File: config.mk
export PLATFORM = sky130hd
export DESIGN_NAME = tx_interp_sigma_delta_path
export DESIGN_NICKNAME = d
export VERILOG_FILES = /design/src/verilog/tx_path_pkg.sv /design/src/verilog/tx_history_mem.sv /design/src/verilog/tx_interp_sigma_delta_path.sv
export VERILOG_INCLUDE_DIRS = /design/src /design/src/verilog
export SDC_FILE = /design/constraint.sdc
export NUM_CORES = 2
export LEC_CHECK = 0
export BUFFER_PORTS_ARGS = -buffer_cell sky130_fd_sc_hd__buf_2
export CORE_MARGIN = 4
export CORE_UTILIZATION = 40
export CTS_CLUSTER_DIAMETER = 100
export DETAILED_ROUTE_END_ITERATION = 8
export PLACE_DENSITY = 0.64
export SYNTH_ARGS = -nofsm -noshare
export SYNTH_HDL_FRONTEND = slang
export SYNTH_SLANG_ARGS = --single-unit
File: constraint.sdc
create_clock -name i_sys_clk -period 11.4 [get_ports i_sys_clk]
set_input_delay 3.42 -clock i_sys_clk [delete_from_list [all_inputs] [get_ports i_sys_clk]]
set_output_delay 3.42 -clock i_sys_clk [all_outputs]
set_load 0.02 [all_outputs]
File: src/verilog/tx_path_defs.svh
`ifndef TX_PATH_DEFS_SVH
`define TX_PATH_DEFS_SVH
// Function
// RULE_01: Take one signed 16-bit word per sample period.
// RULE_02: 48-tap filter doubles rate, rejects images.
// RULE_03: Filter DC gain fixed near 0.664.
// RULE_04: Modulator makes unity-gain one-bit density stream.
// RULE_05: Word 32767 gives about 82 percent ones.
// RULE_06: Host keeps words within plus/minus 32767.
// RULE_07: Output amplitude linear in transmit word.
// RULE_08: Phase clock generator fed twice converter rate.
// RULE_09: Front-end enable resets low, analog powered down.
// RULE_10: Tone boost raises reference 1.36V to 1.586V.
// RULE_11: Smoothing boost adds 1.65dB, multiplies with tone.
// RULE_12: Filter bandwidth scales with programmed sample rate.
// RULE_13: Software writes PLL reset register 0Dh last.
// RULE_14: Interpolator saturates output, never wraps.

// Interpolation filter shape
`define INTERP_TAPS        48
`define INTERP_PHASE_TAPS  24
// DC gain 0.6640625 over the polyphase branch sum of 300, in Q24
`define INTERP_SCALE_Q24   37137
`define INTERP_SCALE_SHIFT 24
// Modulator feedback level: a full-scale host word leaves the filter
// as 21759, and 21759 / 33998 = 0.64 -> 82 percent ones
`define MOD_FULL_SCALE     33998
// Modulator steps per interpolated word (96 for 3.072MHz at 16kHz)
`define MOD_HALF_STEPS  96
// Sample limits
`define WORD_MAX        16'h7FFF
`define WORD_MIN        16'h8000
`endif

File: src/verilog/tx_path_pkg.sv
package tx_path_pkg;
  // Interpolator sequencing
  typedef enum logic [1:0] {
    ST_IDLE,
    ST_RUN,
    ST_SCALE
  } interp_state_type;
endpackage

File: src/verilog/tx_history_mem.sv
`timescale 1ns/1ns
module tx_history_mem #(
  parameter int WIDTH = 16,
  parameter int DEPTH = 24,
  parameter int AW    = 5
) (
  // Clock
  input  wire logic             i_sys_clk,
  // Write port
  input  wire logic             i_wr_en,
  input  wire logic [AW-1:0]    i_wr_addr,
  input  wire logic [WIDTH-1:0] i_wr_data,
  // Registered read port
  input  wire logic [AW-1:0]    i_rd_addr,
  output logic      [WIDTH-1:0] o_rd_data
);
  logic [WIDTH-1:0] mem [DEPTH];

  // Sample history; contents need no reset, the filter warms up
  always_ff @(posedge i_sys_clk) begin
    if (i_wr_en) begin
      mem[i_wr_addr] <= i_wr_data;
    end
    o_rd_data <= mem[i_rd_addr];
  end
endmodule

File: src/verilog/tx_interp_sigma_delta_path.sv
`timescale 1ns/1ns
`include "tx_path_defs.svh"
module tx_interp_sigma_delta_path
  import tx_path_pkg::*;
#(
  parameter int TAPS       = `INTERP_TAPS,
  parameter int PTAPS      = `INTERP_PHASE_TAPS,
  parameter int HALF_STEPS = `MOD_HALF_STEPS
) (
  // Clock and reset
  input  wire logic        i_sys_clk,
  input  wire logic        i_rst_n,
  // Transmit words from the host serial port
  input  wire logic [15:0] i_serial_data_in_word,
  input  wire logic        i_serial_data_in_valid,
  output logic             o_serial_data_in_ready,
  // Phase tick from the clock synthesis, two per modulator step
  input  wire logic        i_phase_tick,
  // Front-end controls
  input  wire logic        i_front_end_enable,
  input  wire logic        i_tone_level_boost,
  input  wire logic        i_smoothing_gain_boost,
  // To the analog section
  output logic             o_analog_phase_clock_gen,
  output logic             o_one_bit_converter,
  output logic             o_bit_strobe,
  output logic             o_bias_enable,
  output logic             o_tone_level_boost,
  output logic             o_smoothing_gain_boost
);
  localparam int AW = 5;
  localparam int CW = 7;
  localparam int AC = 26;
  localparam int IW = 26;
  localparam logic signed [47:0] SCALE = 48'(`INTERP_SCALE_Q24);
  localparam logic signed [IW-1:0] FS = IW'(`MOD_FULL_SCALE);

  // Triangular window: box of 24 convolved with a box of 25, sinc squared
  // image rejection; each polyphase branch sums to 300
  function automatic logic [CW-1:0] tap_coef(input int i);
    tap_coef = (i < TAPS / 2) ? CW'(i + 1) : CW'(TAPS - i);
  endfunction

  // Clamp to the signed 16-bit range instead of wrapping
  function automatic logic [15:0] sat16(input logic signed [23:0] v);
    if (v > 24'sh007FFF) begin
      sat16 = `WORD_MAX;
    end else if (v < -24'sh008000) begin
      sat16 = `WORD_MIN;
    end else begin
      sat16 = v[15:0];
    end
  endfunction

  // Slot k places behind the write pointer; the pointer already names
  // the next free slot, so k = 1 is the newest word, k = 24 the oldest
  function automatic logic [AW-1:0] hist_idx(input logic [AW-1:0] newest,
                                             input logic [AW-1:0] k);
    hist_idx = (newest >= k) ? AW'(newest - k) : AW'(newest + PTAPS - k);
  endfunction

  interp_state_type            state;
  logic                        enable;
  logic [AW-1:0]               wptr;
  logic [AW-1:0]               k;
  logic [AW-1:0]               k_d;
  logic [AW-1:0]               fill;
  logic                        rd_valid;
  logic [15:0]                 rd_data;
  logic signed [AC-1:0]        acc_even;
  logic signed [AC-1:0]        acc_odd;
  logic [15:0]                 word_second;
  logic [15:0]                 mod_word;
  logic                        second_pending;
  logic [7:0]                  step_cnt;
  logic                        phase_div;
  logic signed [IW-1:0]        integ1;
  logic signed [IW-1:0]        integ2;
  logic                        mod_bit;

  // Handshake and sequencing decode
  wire accept   = i_serial_data_in_valid && o_serial_data_in_ready;
  wire issue    = (state == ST_RUN) && (k < AW'(PTAPS));
  wire last_tap = rd_valid && (k_d == AW'(PTAPS - 1));
  wire mod_step = enable && i_phase_tick && phase_div;
  wire logic [AW-1:0] rd_addr = hist_idx(wptr, AW'(k + 1'b1)); // [RULE_02]

  // Filter accepts only while idle and powered, so the host stalls
  assign o_serial_data_in_ready = enable && (state == ST_IDLE); // [RULE_01]

  // Slots never written read as zero, so power-up garbage in the
  // history cannot lock the modulator integrators
  wire logic                 tap_live = (k_d < fill);
  wire logic [15:0]          tap_data = tap_live ? rd_data : 16'h0000;

  // Polyphase products: even taps form the first output, odd the second
  wire logic signed [CW:0]   c_even = $signed({1'b0, tap_coef(2 * k_d)});
  wire logic signed [CW:0]   c_odd  = $signed({1'b0, tap_coef(2 * k_d + 1)});
  wire logic signed [23:0]   p_even = c_even * $signed(tap_data);
  wire logic signed [23:0]   p_odd  = c_odd * $signed(tap_data);
  wire logic signed [AC-1:0] sum_even = acc_even + AC'(p_even);
  wire logic signed [AC-1:0] sum_odd  = acc_odd + AC'(p_odd);

  // DC gain scaling, arithmetic shift by taking the top bits
  wire logic signed [47:0] scl_even = 48'(acc_even) * SCALE; // [RULE_03]
  wire logic signed [47:0] scl_odd  = 48'(acc_odd) * SCALE;  // [RULE_03]

  // Modulator loop: second order, feedback at +/- full scale
  wire logic signed [IW-1:0] fb = mod_bit ? FS : -FS;
  wire logic signed [IW-1:0] x_in = IW'($signed(mod_word));
  wire logic signed [IW-1:0] next_integ1 = integ1 + x_in - fb; // [RULE_04]
  wire logic signed [IW-1:0] next_integ2 = integ2 + next_integ1 - fb;

  tx_history_mem #(
    .WIDTH (16),
    .DEPTH (PTAPS),
    .AW    (AW)
  ) u_hist (
    .i_sys_clk (i_sys_clk),
    .i_wr_en   (accept),
    .i_wr_addr (wptr),
    .i_wr_data (i_serial_data_in_word),
    .i_rd_addr (rd_addr),
    .o_rd_data (rd_data)
  );

  // Front-end controls; enable powers bias and reference when high
  always_ff @(posedge i_sys_clk) begin
    if (!i_rst_n) begin
      enable                 <= 1'b0; // [RULE_09]
      o_bias_enable          <= 1'b0; // [RULE_09]
      o_tone_level_boost     <= 1'b0;
      o_smoothing_gain_boost <= 1'b0;
    end else begin
      enable                 <= i_front_end_enable;
      o_bias_enable          <= i_front_end_enable; // [RULE_09]
      // Selects the higher reference; meant for tone signalling only
      o_tone_level_boost     <= i_tone_level_boost; // [RULE_10]
      // Independent of the tone boost, so the two gains multiply
      o_smoothing_gain_boost <= i_smoothing_gain_boost; // [RULE_11]
    end
  end

  // Write pointer moves after each accepted word
  always_ff @(posedge i_sys_clk) begin
    if (!i_rst_n) begin
      wptr <= '0;
    end else if (accept) begin
      wptr <= (wptr == AW'(PTAPS - 1)) ? '0 : AW'(wptr + 1'b1);
    end
  end

  // Words held so far, saturating at the history depth
  always_ff @(posedge i_sys_clk) begin
    if (!i_rst_n) begin
      fill <= '0;
    end else if (accept && (fill != AW'(PTAPS))) begin
      fill <= AW'(fill + 1'b1);
    end
  end

  // Interpolator sequence: 24 reads, then scale and saturate
  always_ff @(posedge i_sys_clk) begin
    if (!i_rst_n || !enable) begin
      state    <= ST_IDLE;
      k        <= '0;
      k_d      <= '0;
      rd_valid <= 1'b0;
      acc_even <= '0;
      acc_odd  <= '0;
    end else begin
      rd_valid <= issue;
      k_d      <= k;
      unique case (state)
        ST_IDLE: begin
          k        <= '0;
          acc_even <= '0;
          acc_odd  <= '0;
          if (accept) begin
            state <= ST_RUN; // [RULE_01]
          end
        end
        ST_RUN: begin
          if (issue) begin
            k <= AW'(k + 1'b1);
          end
          if (rd_valid) begin
            acc_even <= sum_even; // [RULE_02]
            acc_odd  <= sum_odd;  // [RULE_02]
          end
          if (last_tap) begin
            state <= ST_SCALE;
          end
        end
        ST_SCALE: begin
          state <= ST_IDLE;
        end
      endcase
    end
  end

  // Two words per input; the second is held for the second half period.
  // All timing follows the phase tick, so bandwidth tracks Fs.
  always_ff @(posedge i_sys_clk) begin
    if (!i_rst_n || !enable) begin
      mod_word       <= '0;
      word_second    <= '0;
      second_pending <= 1'b0;
      step_cnt       <= '0;
    end else if (state == ST_SCALE) begin
      mod_word       <= sat16(scl_even[47:24]); // [RULE_14] [RULE_02]
      word_second    <= sat16(scl_odd[47:24]);  // [RULE_14]
      second_pending <= 1'b1;
      step_cnt       <= '0;
    end else if (mod_step) begin
      if (second_pending && step_cnt == 8'(HALF_STEPS - 1)) begin
        mod_word       <= word_second; // [RULE_02] [RULE_12]
        second_pending <= 1'b0;
        step_cnt       <= '0;
      end else begin
        step_cnt <= 8'(step_cnt + 1'b1);
      end
    end
  end

  // Phase clock strobe runs at twice the modulator rate
  always_ff @(posedge i_sys_clk) begin
    if (!i_rst_n || !enable) begin
      phase_div                <= 1'b0;
      o_analog_phase_clock_gen <= 1'b0;
    end else begin
      o_analog_phase_clock_gen <= i_phase_tick; // [RULE_08]
      if (i_phase_tick) begin
        phase_div <= ~phase_div; // [RULE_08]
      end
    end
  end

  // Modulator: linear in the word, density (1 + x / full scale) / 2
  always_ff @(posedge i_sys_clk) begin
    if (!i_rst_n || !enable) begin
      integ1       <= '0;
      integ2       <= '0;
      mod_bit      <= 1'b0;
      o_bit_strobe <= 1'b0;
    end else begin
      o_bit_strobe <= mod_step;
      if (mod_step) begin
        integ1  <= next_integ1;          // [RULE_07]
        integ2  <= next_integ2;
        mod_bit <= ~next_integ2[IW-1];   // [RULE_04] [RULE_05]
      end
    end
  end

  assign o_one_bit_converter = mod_bit;
endmodule

==> results_dict.tcl <==
set metrics [dict create \
    status "finished, final reports clean" \
    synth_compound_area_share_pct 9.813 \
    grt_pass1_vias 29510 \
    required_ns 11.96 \
    synth_top_family_by_area "adder cells" \
    detail_route.wl_per_cell_microns 18.03 \
    ys_ff_latch 575 \
    rows 121 \
    skew_ns 0.05743 \
    synthXorXnorAreaFrac_pct 4.343 \
    yosysUniqueCellTypes 84 \
    fin_total_pwr_mw 4.646 \
    period_needed_ns 7.709 \
    synthArstFlopShare_pct 0 \
    p_int_mw 3.521 \
    crit_slowest_cell "buf_4" \
    synth_edf_count 384 \
    clk_latency_ns 0.68 \
    grt_setup_unrepaired "false" \
    finalWeightedCongestion 0.8230 \
    ir_drop_mv 0.1506 \
    grt_max_degree 68 \
    instances_no_fill 5553 \
    synthSimpleGateAreaFrac_pct 8.988 \
    final_cell_mix "inv_1, ha_1, fa_1" \
    drt-initial-drc-count 2290 \
    htreeDepth 2 \
    postCtsSetupRepairBufs 0 \
    cts_inserted_buffers 58 \
    overflow 0 \
    seqPwrFrac_pct 49.0 \
    cp_slowest_stage_delay_ns 0.55 \
    maxCapViolCount 0 \
    fin_setup_tns_ns 0 \
    detail-route-antenna-nets 0 \
    post-route-period-util_pct 67.62 \
    grt_usage_pct 17.46 \
    postLayoutCellArea_sq_um 48180 \
    clockRootBuffer "clkbuf_16" \
    dp_cells 5442 \
    clock.fmax_ghz 0.1297 \
    syn_nets 4864 \
    drive_above_1_share_pct 8.147 \
    cts.sinks 575 \
    worstPathArrival_ns 8.27 \
    yosys.area_share.adder_pct 29.99 \
    clockPowerShare_pct 42.7 \
    cts_hold_buf 0 \
    dr.pass1.iters 6 \
    final_common_cell "inv_1" \
    p_leak_nw 21.10 \
    synth_cells 4022 \
    drc 0 \
    initial_core_util_pct 40.46 \
    muxShareOfSynthArea_pct 6.137 \
    dp_hpwl_mm 73.56 \
    cts_resized 0 \
    die-area_sq_um 116100 \
    power_frac_comb_pct 8.3 \
    vias_per_cell 5.284 \
    max_slew.worst_pin.slew_ns 1.226 \
    finish.net_count 4868 \
    core_sq_um 109500 \
    finalSetupViolations 0 \
    holdWs_ns 0.4519 \
    endpoint_kind "flip-flop" \
    drv_slew 0 \
    dpl-instance-area_sq_um 46180 \
    nFillCells 10190 \
    grt_pass1_wl_mm 163.1 \
    port_buffers 29 \
    syn_avg_cell_area_sq_um 11.01 \
    yosys_warnings 0 \
    clk_pin_slew_ns 0.06 \
    cts_buffer_depth 3 \
    ys_seq_area_share_pct 34.67 \
    die_w_microns 340.7 \
    cts_tree "built" \
    cp-start-kind "flip-flop" \
    io_pins 30 \
    swShare_pct 24.22 \
    die_h_microns 340.7 \
    syn_area_sq_um 44280 \
    power_density_nw_per_um2 96.43 \
    area_delta_synth_final_pct 8.807 \
    hold_viol 0 \
    vias 29340 \
    path_class "reg -> reg" \
    hp-class "reg -> reg" \
    wl_mm 100.1 \
    slew_headroom_pct 17.94 \
    antenna_found_initial 6 \
    power_switching_mw 1.125 \
    synth_flop_cell "edfxtp_1" \
    worstPathMaxFanout 67 \
]
==> area by class of cell <==
| class | instances | area (sq um) | share of cell area, % |
|---|---|---|---|
| multi-input combinational | 2745 | 26320 | 54.62 |
| sequential | 575 | 15360 | 31.87 |
| inverter | 565 | 2121 | 4.401 |
| tap | 1476 | 1847 | 3.833 |
| clock buffer | 81 | 1673 | 3.472 |
| timing repair buffer | 81 | 535.5 | 1.111 |
| clock inverter | 28 | 326.6 | 0.6777 |
| antenna | 2 | 5.005 | 0.01039 |
==> flip-flops by register name, summed over array words and instances, names as in the netlist, 8 cells and up <==
register / cells
word_second: 16
u_hist.o_rd_data: 16
mod_word: 16
integ1: 26
acc_odd: 26
u_hist.mem: 384
acc_even: 26
integ2: 26
step_cnt: 8
==> metal layers <==
| metal | part of all wire (%) | track usage, % |
|---|---|---|
| met1 | 47 | 25.80 |
| met2 | 45 | 27.59 |
| met3 | 5.7 | 2.394 |
| met4 | 1.9 | 3.505 |
| met5 | 0.029 | 0 |
==> path summary, 6_finish.rpt <==
path         depth (start not counted)  slack [ns]               startpoint                         to
max reg2reg                         29        3.69        k_d[0]$_SDFF_PP0_  acc_even[25]$_SDFFE_PP0P_
min reg2reg                          2        0.45  integ2[21]$_SDFFE_PP0P_    integ2[21]$_SDFFE_PP0P_
min                                  2        0.45  integ2[21]$_SDFFE_PP0P_    integ2[21]$_SDFFE_PP0P_
max                                 29        3.69        k_d[0]$_SDFF_PP0_  acc_even[25]$_SDFFE_PP0P_
==> worst max-delay path, delay by kind of cell, from the launching register on <==
kind / cells / cell delay [ns]
buffers and inverters: 7 / 1.40
AOI/OAI and AO/OA: 13 / 2.87
adders and majority gates: 5 / 2.08
DFF: 1 / 0.30
xor gates and xnor gates: 1 / 0.08
and+or+nand+nor: 3 / 0.86
==> synthesized netlist by cell type (38+ instances only) <==
cell,n,share of area (%)
o21ai_0,119,1.3
xor2_1,65,1.3
a21o_1,45,0.76
inv_1,563,4.8
fa_1,404,18
nor2_1,339,2.9
a22oi_1,38,0.64
clkbuf_1,108,0.92
ha_1,415,12
a21oi_1,205,2.3
nand2_1,266,2.3
mux2i_1,42,0.95
nand3_1,83,0.94
mux4_2,100,5.1
xnor2_1,152,3.0
nor3_1,63,0.71
dfxtp_1,191,8.6
edfxtp_1,384,26
==> logic make-up after synthesis <==
group,count (synthesis)
adders and majority gates,819
AOI/OAI and AO/OA,662
and+or+nand+nor,900
buffers and inverters,702
DFF,575
xor gates and xnor gates,218
muxes,146
==> power by group through the flow <==
stage	clock [mW]	combinational, mW	sequential (mW)
after floorplan	0	0.270	2.30
after global placement	0	0.383	2.32
after detailed placement	0	0.387	2.32
after CTS	2.03	0.390	2.27
after global routing	2.12	0.427	2.28
final	1.99	0.386	2.28
==> stage by stage <==
step	setup slack, ns	util, %
floorplan	4.416	-
global placement	3.795	42.19
detailed placement	3.701	42.19
CTS	3.715	44.02
global route	2.987	44.02
finish	3.691	44.02
Note: power is estimated with default switching activity, not from simulation.
